<file path="src/rhd_consts.svh">
// Constants of the root hub descriptor register block.
`ifndef RHD_CONSTS_SVH
`define RHD_CONSTS_SVH

// ****************************************
// Command codes
// ****************************************
`define RHD_CMD_RD_DESC_A 8'h12
`define RHD_CMD_WR_DESC_A 8'h92
`define RHD_CMD_WR_DESC_B 8'h93
`define RHD_CMD_WR_STATUS 8'h94
`define RHD_CMD_WR_PORT1 8'h95
`define RHD_CMD_WR_PORT2 8'h96

// ****************************************
// Field positions
// ****************************************
`define RHD_POS_DELAY_LO 24
`define RHD_POS_DELAY_HI 31
`define RHD_POS_NO_OVERCURRENT_REPORT 12
`define RHD_POS_OVERCURRENT_SCOPE_SELECT 11
`define RHD_POS_DT 10
`define RHD_POS_NPS 9
`define RHD_POS_PSM 8
`define RHD_POS_NDP_LO 0
`define RHD_POS_NDP_HI 1

// ****************************************
// Reset values
// ****************************************
`define RHD_RST_DELAY 8'h01
`define RHD_RST_NO_OVERCURRENT_REPORT 1'h0
`define RHD_RST_NPS 1'h0
`define RHD_RST_PSM 1'h1
`define RHD_RST_OVERCURRENT_SCOPE_SELECT `RHD_RST_PSM
`define RHD_RST_NDP 2'h2

// ****************************************
// Timing
// ****************************************
`define RHD_DELAY_UNIT_MS 2
`define RHD_CLK_MHZ 100
`define RHD_DELAY_UNIT_CYC (`RHD_DELAY_UNIT_MS * 1000 * `RHD_CLK_MHZ)

`endif

</file>
<file path="src/rhd_pkg.sv">
// Types of the root hub descriptor register block.
package rhd_pkg;

  typedef enum logic [1:0] {
    RHD_ST_RESET = 2'h0,
    RHD_ST_RESUME = 2'h1,
    RHD_ST_OPERATIONAL = 2'h2,
    RHD_ST_SUSPEND = 2'h3
  } rhd_usb_state_t;

endpackage

</file>
<file path="src/rhd_cmd_if.sv">
// Decoded command strobes passed from the decoder to the register block.
interface rhd_cmd_if;
  logic rd_a;
  logic wr_a;
  logic fwd;
  logic refused;
  logic unknown;

  modport dec (output rd_a, output wr_a, output fwd, output refused, output unknown);
  modport regs (input rd_a, input wr_a, input fwd, input refused, input unknown);
endinterface

</file>
<file path="src/rhd_cmd_decode.sv">
// Command code decoder with write gating by controller state.
`include "rhd_consts.svh"

module rhd_cmd_decode (
  input wire logic cmd_valid_i,
  input wire logic [7:0] cmd_code_i,
  input wire rhd_pkg::rhd_usb_state_t usb_state_i,
  rhd_cmd_if.dec cmd
);

  logic oper;

  always_comb begin
    oper = (usb_state_i == rhd_pkg::RHD_ST_OPERATIONAL);
    cmd.rd_a = 1'b0;
    cmd.wr_a = 1'b0;
    cmd.fwd = 1'b0;
    cmd.refused = 1'b0;
    cmd.unknown = 1'b0;
    if (cmd_valid_i) begin
      unique case (cmd_code_i)
        `RHD_CMD_RD_DESC_A: cmd.rd_a = 1'b1;
        `RHD_CMD_WR_DESC_A: cmd.wr_a = 1'b1;
        `RHD_CMD_WR_DESC_B: cmd.fwd = 1'b1;
        `RHD_CMD_WR_STATUS, `RHD_CMD_WR_PORT1, `RHD_CMD_WR_PORT2: begin
          cmd.fwd = oper;
          cmd.refused = !oper;
        end
        default: cmd.unknown = 1'b1;
      endcase
    end
  end

endmodule

</file>
<file path="src/rhd_regs.sv">
// Root hub first descriptor register and root hub write gating.
//
// Function
// - Five 32-bit root hub registers, each accessed only as a whole double word.
// - Descriptor writes always accepted; status and port writes only when operational.
// - First descriptor register read with code 12h, written with code 92h.
// - Bits 31:24 hold power-good delay in 2 ms units before port access.
// - Bit 12 set means no overcurrent reporting; clear defers to bit 11.
// - Bit 11 selects global (0) or per-port (1) overcurrent reporting.
// - On reset the overcurrent scope bit equals the power switch scope bit.
// - Bit 10 is read-only and always reads zero: not a compound device.
// - Delay, overcurrent, power and port count fields reset to chosen values.
// - Bit 9 selects switched port power (0) or always powered ports (1).
// - Bit 8, when bit 9 clear, selects ganged (0) or per-port (1) power.
// - Read-only bits 1:0 report downstream port count, at most two.
`include "rhd_consts.svh"

module rhd_regs (
  input wire logic clk_i,
  input wire logic srst_i,
  input wire logic cmd_valid_i,
  input wire logic [7:0] cmd_code_i,
  input wire logic [31:0] wdata_i,
  input wire rhd_pkg::rhd_usb_state_t usb_state_i,
  output logic [31:0] rdata_o,
  output logic rdata_valid_o,
  output logic cmd_refused_o,
  output logic cmd_unknown_o,
  output logic fwd_wr_o,
  output logic [7:0] fwd_code_o,
  output logic [31:0] fwd_data_o,
  output logic [7:0] power_good_delay_o,
  output logic [31:0] power_good_cycles_o,
  output logic oc_global_o,
  output logic oc_per_port_o,
  output logic always_powered_o,
  output logic power_per_port_o,
  output logic [1:0] downstream_port_count_o
);

  // ****************************************
  // Command decode
  // ****************************************
  rhd_cmd_if cmd ();

  rhd_cmd_decode u_dec (
    .cmd_valid_i(cmd_valid_i),
    .cmd_code_i(cmd_code_i),
    .usb_state_i(usb_state_i),
    .cmd(cmd)
  );

  // ****************************************
  // Register state
  // ****************************************
  logic [7:0] power_good_delay;
  logic no_overcurrent_report;
  logic overcurrent_scope_select;
  logic always_powered;
  logic power_switch_scope;
  logic [1:0] downstream_port_count;
  logic [7:0] next_power_good_delay;
  logic next_no_overcurrent_report;
  logic next_overcurrent_scope_select;
  logic next_always_powered;
  logic next_power_switch_scope;
  logic [31:0] cur_word;

  always_comb begin
    cur_word = 32'h0000_0000;
    cur_word[`RHD_POS_DELAY_HI:`RHD_POS_DELAY_LO] = power_good_delay;
    cur_word[`RHD_POS_NO_OVERCURRENT_REPORT] = no_overcurrent_report;
    cur_word[`RHD_POS_OVERCURRENT_SCOPE_SELECT] = overcurrent_scope_select;
    cur_word[`RHD_POS_DT] = 1'b0;
    cur_word[`RHD_POS_NPS] = always_powered;
    cur_word[`RHD_POS_PSM] = power_switch_scope;
    cur_word[`RHD_POS_NDP_HI:`RHD_POS_NDP_LO] = downstream_port_count;
  end

  always_comb begin
    next_power_good_delay = power_good_delay;
    next_no_overcurrent_report = no_overcurrent_report;
    next_overcurrent_scope_select = overcurrent_scope_select;
    next_always_powered = always_powered;
    next_power_switch_scope = power_switch_scope;
    if (cmd.wr_a) begin
      next_power_good_delay = wdata_i[`RHD_POS_DELAY_HI:`RHD_POS_DELAY_LO];
      next_no_overcurrent_report = wdata_i[`RHD_POS_NO_OVERCURRENT_REPORT];
      next_overcurrent_scope_select = wdata_i[`RHD_POS_OVERCURRENT_SCOPE_SELECT];
      next_always_powered = wdata_i[`RHD_POS_NPS];
      next_power_switch_scope = wdata_i[`RHD_POS_PSM];
    end
  end

  always_ff @(posedge clk_i) begin
    if (srst_i) begin
      power_good_delay <= `RHD_RST_DELAY;
      no_overcurrent_report <= `RHD_RST_NO_OVERCURRENT_REPORT;
      overcurrent_scope_select <= `RHD_RST_OVERCURRENT_SCOPE_SELECT;
      always_powered <= `RHD_RST_NPS;
      power_switch_scope <= `RHD_RST_PSM;
      downstream_port_count <= `RHD_RST_NDP;
    end else begin
      power_good_delay <= next_power_good_delay;
      no_overcurrent_report <= next_no_overcurrent_report;
      overcurrent_scope_select <= next_overcurrent_scope_select;
      always_powered <= next_always_powered;
      power_switch_scope <= next_power_switch_scope;
      downstream_port_count <= downstream_port_count;
    end
  end

  // ****************************************
  // Answers and decoded outputs
  // ****************************************
  logic [31:0] next_rdata;
  logic [31:0] next_cycles;

  always_comb begin
    next_rdata = cmd.rd_a ? cur_word : 32'h0000_0000;
    next_cycles = 32'({24'h00_0000, next_power_good_delay}
      * `RHD_DELAY_UNIT_CYC);
  end

  always_ff @(posedge clk_i) begin
    if (srst_i) begin
      rdata_o <= 32'h0000_0000;
      rdata_valid_o <= 1'b0;
      cmd_refused_o <= 1'b0;
      cmd_unknown_o <= 1'b0;
      fwd_wr_o <= 1'b0;
      fwd_code_o <= 8'h00;
      fwd_data_o <= 32'h0000_0000;
      power_good_delay_o <= `RHD_RST_DELAY;
      // Decoded outputs take the values of the reset word, so no false change follows reset.
      power_good_cycles_o <= 32'(`RHD_RST_DELAY * `RHD_DELAY_UNIT_CYC);
      oc_global_o <= !`RHD_RST_NO_OVERCURRENT_REPORT && !`RHD_RST_OVERCURRENT_SCOPE_SELECT;
      oc_per_port_o <= !`RHD_RST_NO_OVERCURRENT_REPORT && `RHD_RST_OVERCURRENT_SCOPE_SELECT;
      always_powered_o <= `RHD_RST_NPS;
      power_per_port_o <= !`RHD_RST_NPS && `RHD_RST_PSM;
      downstream_port_count_o <= `RHD_RST_NDP;
    end else begin
      rdata_o <= next_rdata;
      rdata_valid_o <= cmd.rd_a;
      cmd_refused_o <= cmd.refused;
      cmd_unknown_o <= cmd.unknown;
      fwd_wr_o <= cmd.fwd;
      fwd_code_o <= cmd.fwd ? cmd_code_i : 8'h00;
      fwd_data_o <= cmd.fwd ? wdata_i : 32'h0000_0000;
      power_good_delay_o <= next_power_good_delay;
      power_good_cycles_o <= next_cycles;
      oc_global_o <= !next_no_overcurrent_report && !next_overcurrent_scope_select;
      oc_per_port_o <= !next_no_overcurrent_report && next_overcurrent_scope_select;
      always_powered_o <= next_always_powered;
      power_per_port_o <= !next_always_powered && next_power_switch_scope;
      downstream_port_count_o <= downstream_port_count;
    end
  end
endmodule

</file>
<file path="config.mk">
export PLATFORM = sky130hd
export DESIGN_NAME = rhd_regs
export DESIGN_NICKNAME = d
export VERILOG_FILES = /design/src/rhd_pkg.sv /design/src/rhd_cmd_if.sv /design/src/rhd_cmd_decode.sv /design/src/rhd_regs.sv
export VERILOG_INCLUDE_DIRS = /design/src
export SDC_FILE = /design/constraint.sdc
export NUM_CORES = 1
export LEC_CHECK = 0
export BUFFER_PORTS_ARGS = -buffer_cell sky130_fd_sc_hd__buf_2
export CORE_ASPECT_RATIO = 1.5
export CORE_MARGIN = 2
export CORE_UTILIZATION = 40
export DETAILED_ROUTE_END_ITERATION = 6
export PLACE_DENSITY = 0.69
export SYNTH_ARGS = -nofsm -noshare
export SYNTH_HDL_FRONTEND = slang
export SYNTH_SLANG_ARGS = --single-unit
</file>
<file path="constraint.sdc">
create_clock -name clk_i -period 5.8 [get_ports clk_i]
set_clock_uncertainty 0.05 [all_clocks]
set_input_delay 0.87 -clock clk_i [delete_from_list [all_inputs] [get_ports clk_i]]
set_output_delay 0.87 -clock clk_i [all_outputs]
set_load 0.005 [all_outputs]
</file>
==> run summary, run 1 <==
Timing
- worst slew slack as a fraction of its limit: 0.313
- number of slew-limit violations in the final report: 0
- post-route setup TNS: 0 ps
- Post-Route Hold Slack: 435 ps
- setup repair after global routing missed its margin: false
- final worst-path setup slack: 373 ps
- f_max: 184 MHz
- shortest clock period the worst path allows after layout: 5430 ps
- fraction of the cycle the final worst path needs: 0.936
- number of endpoints failing setup at the final stage: 0
- number of hold violations in the final report: 0
- slew at the pin with the worst max-slew slack: 1030 ps

Pwr
- largest voltage drop on the vdd net: 0.138 mV
- Power Dens Cells: 229 nW/um2
- LEAKAGE: 0.00292 uW

Global routing
- maximum number of pins on one net before global-route repair: 41
- via count of the first global-routing pass: 3163
- GRT Overall Usage: 0.156
- wire length of the first global-routing pass: 14.4 mm
- leftover overflow at the end of global routing: 0
- antenna violations before repair: 0

Route
- DRT iter0 DRCs: 94
- average detailed-routed wire length per instance: 13.0 um
- 1st-pass router iterations: 4
- via count: 3209
- per-cell via count in the routed design: 4.59
- number of antenna-violating nets in the routed design: 0
- total length of routed wires: 9.08 mm
- post-route DRC violation count: 0

Finish
- post-route cell area: 5360 um2
- fin util: 0.506
- most used cells in the layout excluding fill and tap cells: sky130_fd_sc_hd__buf_2 (133), sky130_fd_sc_hd__dfxtp_1 (90), sky130_fd_sc_hd__ha_1 (50), sky130_fd_sc_hd__and2_1 (48), sky130_fd_sc_hd__conb_1 (36)
- number of antenna cells inserted: 0
- area added between synthesis and finish: 23.0%
- number of nets at the end of the flow: 657
- most common cell after layout, fill and taps aside: sky130_fd_sc_hd__buf_2
- fraction of layout cells with a size suffix above 1: 0.326

Critical path
- stage delay of the slowest cell on the critical path: 590 ps
- Most Frequent Cell on Critical Path: sky130_fd_sc_hd__ha_1
- startpoint of the lowest-slack register-to-register path: power_good_delay_o[4]$_SDFF_PP0_
- CP Data Required Time: 5980 ps
- critical-path maximum fanout: 23
- Critical Path Sink Type: flop
- Setup CP Type: in2reg
- data arrival time at the worst-slack endpoint: 5600 ps
- crit-path cells: buf_2 -> or4b_1 -> nor3_4 -> buf_4 -> mux2_2 -> ha_1 -> ha_1 -> fa_1 -> fa_1 -> ha_1 -> a21o_1 -> a31o_2 -> a221oi_1 -> nand2_1 -> mux2_2
- destination of the worst register-to-register timing path: power_good_cycles_o[23]$_SDFF_PP0_
- flop-to-flop setup slack: 1660 ps
- crit start category: primary input
- cell with the biggest individual delay on the critical path: sky130_fd_sc_hd__or4b_1
- worst reg2reg path depth: 13

Yosys
- #FFs+latches synth: 90
- area share of the leading cell type in the synthesized netlist: 0.413
- Async SR Flop Fraction: 0
- commonest register cell after synthesis: sky130_fd_sc_hd__dfxtp_1
- average size of a mapped cell: 10.6 um2
- total standard cell area after synthesis: 4360 um2
- EDFF count, synth: 0
- synthesized netlist cell count: 412
- top cells by area in the synthesized netlist: sky130_fd_sc_hd__dfxtp_1 (41%), sky130_fd_sc_hd__ha_1 (14%), sky130_fd_sc_hd__and2_1 (6.9%)
- dominant cell type by area after synthesis: sky130_fd_sc_hd__dfxtp_1
- count of distinct cell types in the synthesized netlist: 48
- number of warning messages in the yosys log: 0
- sequential area share after synthesis: 0.413

Clock tree
- clk slew on worst S/H paths: 70 ps
- clock tree from TritonCTS: built
- latest clock arrival within the worst-skew pair: 330 ps
- total number of clock tree sinks: 90
- cell chosen for the clock root: sky130_fd_sc_hd__clkbuf_16
- hold buffers post-CTS: 0
- # Post-CTS Setup Buffers: 0
- Bufs on Longest Clock Path: 2
- number of H-tree levels: 3
- post-CTS resize count: 0
- number of buffers inserted during clock tree synthesis: 9

Floorplan
- die span in x: 89.2 um
- initial core utilization: 0.412
- floorplan die height: 132 um
- IO Count: 167
- total die area: 11800 um2
- row count: 46
- core region area: 10600 um2

Placed design
- routability congestion estimate from global placement: 0.911
- I/O Buffers: 133
- DP Worst Slack: 30.0 ps
- half-perimeter wire length after detailed placement: 7.32 mm
- placed standard-cell area: 5060 um2

Job
- max-capacitance violation count: 0

Status
- run status: completed

Hold path
- classification of the worst-slack hold path: reg2reg
- worst min-delay path endpoint: rdata_o[8]$_SDFF_PP0_
- critical hold path startpoint: power_switch_scope$_SDFF_PP1_
- count of cells along the worst hold path: 1

[worst max-delay path by stage]
stage                  startpoint                                 end  slack, ps
global placement    cmd_code_i[3]  power_good_cycles_o[23]$_SDFF_PP0_         90
detailed placement  cmd_code_i[3]  power_good_cycles_o[25]$_SDFF_PP0_         30
floorplan           cmd_code_i[3]  power_good_cycles_o[23]$_SDFF_PP0_        370
finish              cmd_code_i[3]  power_good_cycles_o[25]$_SDFF_PP0_        370
CTS                 cmd_code_i[3]  power_good_cycles_o[25]$_SDFF_PP0_        390
global route        cmd_code_i[3]  power_good_cycles_o[23]$_SDFF_PP0_         60
[report_power, final]
group / internal, uW / total, uW / switching, uW
Sequential: 620 / 621 / 0.657
Clock: 303 / 563 / 260
Combinational: 18.7 / 44.0 / 25.3
Total: 942 / 1230 / 286
[metal layers]
metal	vias to the layer above	wire, um	GRT usage
met5	-	0	0
met4	0	236	0.0713
met3	16	687	0.0382
met2	147	4700	0.282
met1	1447	3460	0.163
li1	1599	-	-
[area by class of cell]
type | instances | area (um2)
Multi-Input combinational cell | 301 | 2330
Sequential cell | 90 | 1800
Inverter | 9 | 33.8
Clock inverter | 7 | 73.8
Tap cell | 144 | 180
Timing Repair Buffer | 139 | 711
Clock buffer | 9 | 225
Fill cell | 1003 | 5230
[synth_stat cells (3+ instances only)]
cell type	number
sky130_fd_sc_hd__dfxtp_1	90
sky130_fd_sc_hd__ha_1	50
sky130_fd_sc_hd__and2_1	48
sky130_fd_sc_hd__buf_4	35
sky130_fd_sc_hd__nor2_1	26
sky130_fd_sc_hd__nor2b_1	14
sky130_fd_sc_hd__mux2_2	13
sky130_fd_sc_hd__fa_1	12
sky130_fd_sc_hd__nand2_1	12
sky130_fd_sc_hd__a21oi_1	9
sky130_fd_sc_hd__inv_1	9
sky130_fd_sc_hd__a21o_1	6
sky130_fd_sc_hd__clkbuf_1	6
sky130_fd_sc_hd__or2_2	6
sky130_fd_sc_hd__xor2_1	6
sky130_fd_sc_hd__nand2b_1	5
sky130_fd_sc_hd__nand3_1	5
sky130_fd_sc_hd__o21ai_0	5
sky130_fd_sc_hd__mux2i_1	4
sky130_fd_sc_hd__xnor2_1	4
sky130_fd_sc_hd__a211o_1	3
sky130_fd_sc_hd__a211oi_1	3
sky130_fd_sc_hd__a31oi_1	3
sky130_fd_sc_hd__buf_2	3
sky130_fd_sc_hd__nor3b_1	3
sky130_fd_sc_hd__o211ai_1	3
sky130_fd_sc_hd__o22ai_1	3
[per-stage QoR]
| step | instances | power (uW) |
|---|---|---|
| after floorplan | 446 | 671 |
| after global placement | 683 | 678 |
| after detailed placement | 683 | 679 |
| after CTS | 699 | 1250 |
| after global routing | 699 | 1280 |
| final | 699 | 1230 |
[flip-flops by register name, summed over array words and instances, names as in the netlist]
register / count
always_powered_o: 1
cmd_refused_o: 1
cmd_unknown_o: 1
fwd_code_o: 8
fwd_data_o: 32
fwd_wr_o: 1
no_overcurrent_report: 1
oc_global_o: 1
oc_per_port_o: 1
overcurrent_scope_select: 1
power_good_cycles_o: 18
power_good_delay_o: 8
power_per_port_o: 1
power_switch_scope: 1
rdata_o: 13
rdata_valid_o: 1
[worst max-delay path: cells and delay by family]
kind | cells | cell delay (ps)
compound gates | 3 | 750
buf+inv | 2 | 400
simple gates | 3 | 950
mux | 2 | 710
fa+ha+maj | 5 | 1930
[kinds of logic after synthesis]
group                    count (synthesis)  share of synthesized area
AND/OR/NAND/NOR                        131                      0.170
flip-flops                              90                      0.413
adder cells (fa/ha/maj)                 62                      0.199
buffers and inverters                   55                     0.0818
AO/OA/AOI/OAI                           45                     0.0718
multiplexers                            17                     0.0428
XOR/XNOR                                10                     0.0201
other                                    2                    0.00172
Power figures use the tool's default switching activity.
==> run 2, diff against run 1 <==
--- a/config.mk
+++ b/config.mk
@@ -9,9 +9,9 @@
 export BUFFER_PORTS_ARGS = -buffer_cell sky130_fd_sc_hd__buf_2
 export CORE_ASPECT_RATIO = 1.5
 export CORE_MARGIN = 2
-export CORE_UTILIZATION = 40
+export CORE_UTILIZATION = 47
 export DETAILED_ROUTE_END_ITERATION = 6
-export PLACE_DENSITY = 0.69
+export PLACE_DENSITY = 0.79
 export SYNTH_ARGS = -nofsm -noshare
 export SYNTH_HDL_FRONTEND = slang
 export SYNTH_SLANG_ARGS = --single-unit
==> run 2 against run 1 <==
Register-to-register slack worse by 20 ps. Critical path depth fell by 1. Combinational power grew 2%. Maximum frequency is 0.25% higher. Utilization is 7.9 points higher. Clock power up 13%. Critical endpoint is now power_good_cycles_o[23]$_SDFF_PP0_. Largest cell class unchanged.
==> run summary, run 2 (synthesis results as in run 1) <==
Finish
- sequential cell area: 1800 um2, unchanged
- area taken by multi-input logic gates: 2330 um2, unchanged
- number of nets at the end of the flow: 657, unchanged
- most used cells in the layout excluding fill and tap cells: sky130_fd_sc_hd__buf_2 (133), sky130_fd_sc_hd__dfxtp_1 (90), sky130_fd_sc_hd__ha_1 (50), sky130_fd_sc_hd__and2_1 (48), sky130_fd_sc_hd__conb_1 (36)
- number of flip-flops under the largest register name: 32, unchanged
- register with the most flip-flops: fwd_data_o
- count of non-filler cells in the finished layout: 667, -4.6%
- number of antenna cells inserted: 0, unchanged
- area added between synthesis and finish: 22.8%
- most common cell after layout, fill and taps aside: sky130_fd_sc_hd__buf_2
- fraction of layout cells with a size suffix above 1: 0.326, unchanged
- fill cell instance count of the final layout: 795, -21%
- leading registers by flop count: fwd_data_o: 32 flops, power_good_cycles_o: 18 flops, rdata_o: 13 flops

Timing
- number of endpoints failing setup at the final stage: 0, unchanged
- slew at the pin with the worst max-slew slack: 1040 ps, +9.20 ps
- post-route setup TNS: 0 ps, unchanged
- number of slew-limit violations in the final report: 0, unchanged
- fraction of the cycle the final worst path needs: 0.933, -0.00229
- worst slew slack as a fraction of its limit: 0.307, -0.00614
- number of hold violations in the final report: 0, unchanged
- Post-Route Hold Slack: 428 ps, -7.22 ps
- f_max: 185 MHz, +0.25%
- shortest clock period the worst path allows after layout: 5410 ps, -13.3 ps
- setup repair after global routing missed its margin: false

Critical path
- flop-to-flop setup slack: 1640 ps, -20 ps
- CP Data Required Time: 5980 ps, about the same
- crit start category: primary input
- Setup CP Type: in2reg
- destination of the worst register-to-register timing path: power_good_cycles_o[23]$_SDFF_PP0_
- data arrival time at the worst-slack endpoint: 5590 ps, about the same
- critical-path maximum fanout: 6, -74%
- worst reg2reg path depth: 11, -2
- Critical Path Sink Type: flop
- startpoint of the lowest-slack register-to-register path: power_good_delay_o[4]$_SDFF_PP0_

Route
- DRT iter0 DRCs: 69, -27%
- per-cell via count in the routed design: 4.81, +4.9%
- number of antenna-violating nets in the routed design: 0, unchanged
- post-route DRC violation count: 0, unchanged
- 1st-pass router iterations: 4, unchanged
- total length of routed wires: 9.23 mm, +1.7%
- via count: 3211, +0.062%
- average detailed-routed wire length per instance: 13.8 um, +6.5%

Clock tree
- number of buffers inserted during clock tree synthesis: 9, unchanged
- clk slew on worst S/H paths: 70 ps, about the same
- hold buffers post-CTS: 0, unchanged
- cell chosen for the clock root: sky130_fd_sc_hd__clkbuf_16
- # Post-CTS Setup Buffers: 0, unchanged
- post-CTS resize count: 0, unchanged
- latest clock arrival within the worst-skew pair: 340 ps, about the same
- clock tree from TritonCTS: built
- number of H-tree levels: 3, unchanged
- Bufs on Longest Clock Path: 2, unchanged
- total number of clock tree sinks: 90, unchanged

Global routing
- GRT Overall Usage: 0.186, +0.0304
- antenna violations before repair: 0, unchanged
- leftover overflow at the end of global routing: 0, unchanged
- maximum number of pins on one net before global-route repair: 41, unchanged
- via count of the first global-routing pass: 3129, -1.1%
- wire length of the first global-routing pass: 14.1 mm, -2.6%

Floorplan
- core region area: 9150 um2, -14%
- floorplan die height: 122 um, -7.5%
- row count: 43, -6.5%
- IO Count: 167, unchanged
- initial core utilization: 0.477, +0.0650
- total die area: 10100 um2, -14%
- die span in x: 82.6 um, -7.4%

Pwr
- Power Dens Cells: 243 nW/um2, +6.2%
- LEAKAGE: 0.00293 uW, +0.43%
- largest voltage drop on the vdd net: 0.207 mV, +50%
- total power after layout: 1300 uW, +6.0%

Job
- max-capacitance violation count: 0, unchanged

Hold path
- worst min-delay path endpoint: rdata_o[8]$_SDFF_PP0_
- critical hold path startpoint: power_switch_scope$_SDFF_PP1_
- classification of the worst-slack hold path: reg2reg
- count of cells along the worst hold path: 1, unchanged

Placed design
- routability congestion estimate from global placement: 0.861, -5.5%
- placed cells: 651, -4.7%
- half-perimeter wire length after detailed placement: 7.31 mm, about the same
- I/O Buffers: 133, unchanged

Status
- run status: completed

[run 2: cell count changes in the layout (fill, tap and decap cells not counted)]
cell,before,now
sky130_fd_sc_hd__clkinvlp_4,0,1
sky130_fd_sc_hd__inv_6,0,3
sky130_fd_sc_hd__clkinv_8,1,0
sky130_fd_sc_hd__inv_8,2,1
sky130_fd_sc_hd__bufinv_16,0,2
sky130_fd_sc_hd__clkinv_4,4,0
[run 2: worst max path at each step]
stage / start / to / slack (ps)
finish: cmd_code_i[3] / power_good_cycles_o[23]$_SDFF_PP0_ / 390
global route: cmd_code_i[3] / power_good_cycles_o[20]$_SDFF_PP0_ / 200
global placement: cmd_code_i[3] / power_good_cycles_o[20]$_SDFF_PP0_ / 80
CTS: cmd_code_i[3] / power_good_cycles_o[23]$_SDFF_PP0_ / 350
detailed placement: cmd_code_i[3] / power_good_cycles_o[23]$_SDFF_PP0_ / 20
floorplan: cmd_code_i[3] / power_good_cycles_o[23]$_SDFF_PP0_ / 370
[run 2: critical path, stage by stage]
cell and delay, ps:
sky130_fd_sc_hd__buf_2 90, sky130_fd_sc_hd__or4b_1 590, sky130_fd_sc_hd__nor3_4 260, sky130_fd_sc_hd__mux2_2 430, sky130_fd_sc_hd__ha_1 350, sky130_fd_sc_hd__fa_1 500, sky130_fd_sc_hd__fa_1 530, sky130_fd_sc_hd__ha_1 310
sky130_fd_sc_hd__ha_1 390, sky130_fd_sc_hd__o211ai_1 150, sky130_fd_sc_hd__o211ai_1 400, sky130_fd_sc_hd__nand2_1 140, sky130_fd_sc_hd__o21ai_0 210, sky130_fd_sc_hd__mux2_2 360
[run 2: layer usage]
metal  vias up  wire [um]  global-route usage
met5         -          0                   0
met4         0        193              0.0789
met3        12        754              0.0400
met2       140       4970               0.363
met1      1459       3310               0.179
li1       1600          -                   -
[run 2: layout make-up]
class / instances / area share
clock inverter: 7 / 0.0196
inverter: 9 / 0.00631
multi-input combinational: 301 / 0.436
sequential: 90 / 0.337
timing repair buffer: 139 / 0.133
clock buffer: 9 / 0.0421
tap: 112 / 0.0262
[run 2: power by group]
part	switching [uW]	internal, uW
logic	26.1	18.8
clock network	252	385
registers	0.608	620
[run 2: stage by stage]
stage,cell area (um2),utilization,worst slack (ps)
2_1_floorplan,4490,-,372
3_3_place_gp,5020,0.549,79.7
3_5_place_dp,5020,0.549,17.0
4_1_cts,5350,0.585,352
5_1_grt,5350,0.585,198
6_report,5350,0.585,387
==> run 3, diff against run 2 <==
--- a/config.mk
+++ b/config.mk
@@ -7,10 +7,13 @@
 export NUM_CORES = 1
 export LEC_CHECK = 0
 export BUFFER_PORTS_ARGS = -buffer_cell sky130_fd_sc_hd__buf_2
+export CAP_MARGIN = 20
 export CORE_ASPECT_RATIO = 1.5
 export CORE_MARGIN = 2
 export CORE_UTILIZATION = 47
 export DETAILED_ROUTE_END_ITERATION = 6
+export GPL_TIMING_DRIVEN = 0
+export MAX_ROUTING_LAYER = met4
 export PLACE_DENSITY = 0.79
 export SYNTH_ARGS = -nofsm -noshare
 export SYNTH_HDL_FRONTEND = slang
==> run 3 against run 2 <==
Largest cell class unchanged. Count of clock-buffer cells in the layout unchanged. Critical endpoint unchanged. Non-clock buffer count up 43. Critical path depth grew 4. Sequential cell count is the same. Register-to-register slack lost 60 ps. Total power shrank 1.9%. Critical path type unchanged. Worst setup slack worse by 140 ps. Cell count up 6.4%. Utilization increased by 3.0 points. Via count up 6.3%.
==> run summary, run 3 (synthesis results as in run 1) <==
Status
- run status: completed

Clock tree
- number of buffers inserted during clock tree synthesis: 9, unchanged
- Bufs on Longest Clock Path: 2, unchanged
- hold buffers post-CTS: 0, unchanged
- cell chosen for the clock root: sky130_fd_sc_hd__clkbuf_16
- post-CTS resize count: 0, unchanged
- latest clock arrival within the worst-skew pair: 340 ps, about the same
- clock tree from TritonCTS: built
- number of H-tree levels: 3, unchanged
- total number of clock tree sinks: 90, unchanged
- clk slew on worst S/H paths: 60 ps, about the same

Finish
- number of nets at the end of the flow: 700, +6.5%
- most used cells in the layout excluding fill and tap cells: sky130_fd_sc_hd__buf_2 (136), sky130_fd_sc_hd__dfxtp_1 (90), sky130_fd_sc_hd__ha_1 (50), sky130_fd_sc_hd__and2_1 (48), sky130_fd_sc_hd__buf_4 (38)
- fin util: 0.615, +0.0302
- number of antenna cells inserted: 0, unchanged
- fraction of layout cells with a size suffix above 1: 0.363, +0.0368
- area added between synthesis and finish: 29.1%
- number of flip-flops under the largest register name: 32, unchanged
- register with the most flip-flops: fwd_data_o
- most common cell after layout, fill and taps aside: sky130_fd_sc_hd__buf_2
- leading registers by flop count: fwd_data_o: 32 flops, power_good_cycles_o: 18 flops, rdata_o: 13 flops

Pwr
- Internal Dissipation: 994 uW, -2.9%
- combinational group share of total power: 0.049, +0.015
- clock network power share: 0.465, -0.024
- net switching power: 284 uW, +1.9%
- total power after layout: 1280 uW, -1.9%
- largest voltage drop on the vdd net: 0.214 mV, +3.3%
- switching power share of the total: 0.222, +0.00821
- sequential share of power: 0.486, +0.009
- Power Dens Cells: 227 nW/um2, -6.7%
- LEAKAGE: 0.00312 uW, +6.6%

Floorplan
- floorplan die height: 122 um, unchanged
- IO Count: 167, unchanged
- row count: 43, unchanged
- die span in x: 82.6 um, unchanged
- core region area: 9150 um2, unchanged
- total die area: 10100 um2, unchanged
- initial core utilization: 0.477, unchanged

Route
- via count: 3413, +6.3%
- 1st-pass router iterations: 5, +1
- number of antenna-violating nets in the routed design: 0, unchanged
- DRT iter0 DRCs: 132, +91%
- per-cell via count in the routed design: 4.81, -0.15%
- average detailed-routed wire length per instance: 13.8 um, -0.15%
- post-route DRC violation count: 0, unchanged
- total length of routed wires: 9.81 mm, +6.3%

Critical path
- cell with the biggest individual delay on the critical path: sky130_fd_sc_hd__or4b_1
- crit start category: primary input
- crit-path cells: buf_2 -> or4b_1 -> buf_2 -> nor3_4 -> buf_4 -> mux2_2 -> ha_1 -> ha_1 -> inv_1 -> fa_1 -> inv_1 -> fa_1 -> ha_1 -> o211ai_1 -> o211ai_1 -> nand2_1 -> o21ai_0 -> mux2_2
- CP Data Required Time: 5980 ps, about the same
- Buf+Inv Stages, Crit Path: 5, +4
- family with the most delay on the worst path: adder cells
- Most Frequent Cell on Critical Path: sky130_fd_sc_hd__ha_1
- stage delay of the slowest cell on the critical path: 510 ps, -80 ps
- Setup CP Type: in2reg
- Critical Path Sink Type: flop
- data arrival time at the worst-slack endpoint: 5730 ps, +140 ps
- critical-path maximum fanout: 5, -1

Timing
- fraction of the cycle the final worst path needs: 0.957, +0.0239
- shortest clock period the worst path allows after layout: 5550 ps, +138 ps
- slew at the pin with the worst max-slew slack: 676 ps, -363 ps
- number of slew-limit violations in the final report: 0, unchanged
- Post-Route Hold Slack: 431 ps, +2.64 ps
- f_max: 180 MHz, -2.5%
- setup repair after global routing missed its margin: false
- number of hold violations in the final report: 0, unchanged
- worst slew slack as a fraction of its limit: 0.545, +0.239
- number of endpoints failing setup at the final stage: 0, unchanged

Global routing
- GRT Overall Usage: 0.205, +0.0186
- via count of the first global-routing pass: 3294, +5.3%
- wire length of the first global-routing pass: 15.1 mm, +7.2%
- leftover overflow at the end of global routing: 0, unchanged
- maximum number of pins on one net before global-route repair: 18, -56%
- antenna violations before repair: 0, unchanged

Placed design
- half-perimeter wire length after detailed placement: 7.72 mm, +5.6%
- routability congestion estimate from global placement: 0.913, +6.0%
- I/O Buffers: 133, unchanged

Job
- max-capacitance violation count: 0, unchanged

Hold path
- classification of the worst-slack hold path: reg2reg

-- run 3: cell types whose count changed in the layout (fill, tap and decap cells not counted), moves of 2 or more --
| cell | change |
|---|---|
| sky130_fd_sc_hd__buf_4 | +32 |
| sky130_fd_sc_hd__clkbuf_1 | +6 |
| sky130_fd_sc_hd__buf_2 | +3 |
| sky130_fd_sc_hd__buf_6 | +2 |
-- run 3: final cells by class --
type	count	area, um2
fill	759	3520
multi-input combinational	301	2330
sequential	90	1800
timing repair buffer	136	688
buffer	46	323
clock buffer	9	225
tap	112	140
clock inverter	7	87.6
inverter	9	33.8
-- run 3: per-layer routing --
metal	global-route usage	routed length (um)	up-vias
met3	0.0533	918	29
met4	0.0994	312	0
li1	-	-	1689
met1	0.187	3410	1527
met2	0.380	5170	168
met5	-	0	-
-- run 3: final timing paths --
path | from | endpoint | slack, ps | depth (start not counted)
setup / recovery | cmd_code_i[3] | power_good_cycles_o[23]$_SDFF_PP0_ | 250 | 18
hold reg to reg | power_good_delay_o[4]$_SDFF_PP0_ | rdata_o[28]$_SDFF_PP0_ | 430 | 1
setup reg to reg | power_good_delay_o[2]$_SDFF_PP0_ | power_good_cycles_o[23]$_SDFF_PP0_ | 1580 | 13
hold / removal | power_good_delay_o[4]$_SDFF_PP0_ | rdata_o[28]$_SDFF_PP0_ | 430 | 1
-- run 3: through the flow --
stage,setup TNS (ps),cells,instance area (um2),setup WS [ps]
finish,0,710,5630,248
global route,0,710,5630,63.0
CTS,0,707,5610,86.1
detailed placement,-745,691,5290,-255
global placement,-422,691,5290,-181
floorplan,0,446,4490,372
-- run 3: what timing repair did --
item / CTS / global route
setup endpoints to repair: 0 / 3
setup buffers: 0 / 3
hold endpoints to repair: 0 / 0
-- run 3: power groups by stage --
stage	combinational (uW)	sequential (uW)	clock, uW
6_report	63.1	621	594
5_1_grt	70.1	621	639
4_1_cts	62.3	621	602
3_5_place_dp	61.5	635	0
3_3_place_gp	60.5	635	0
2_1_floorplan	35.9	635	0
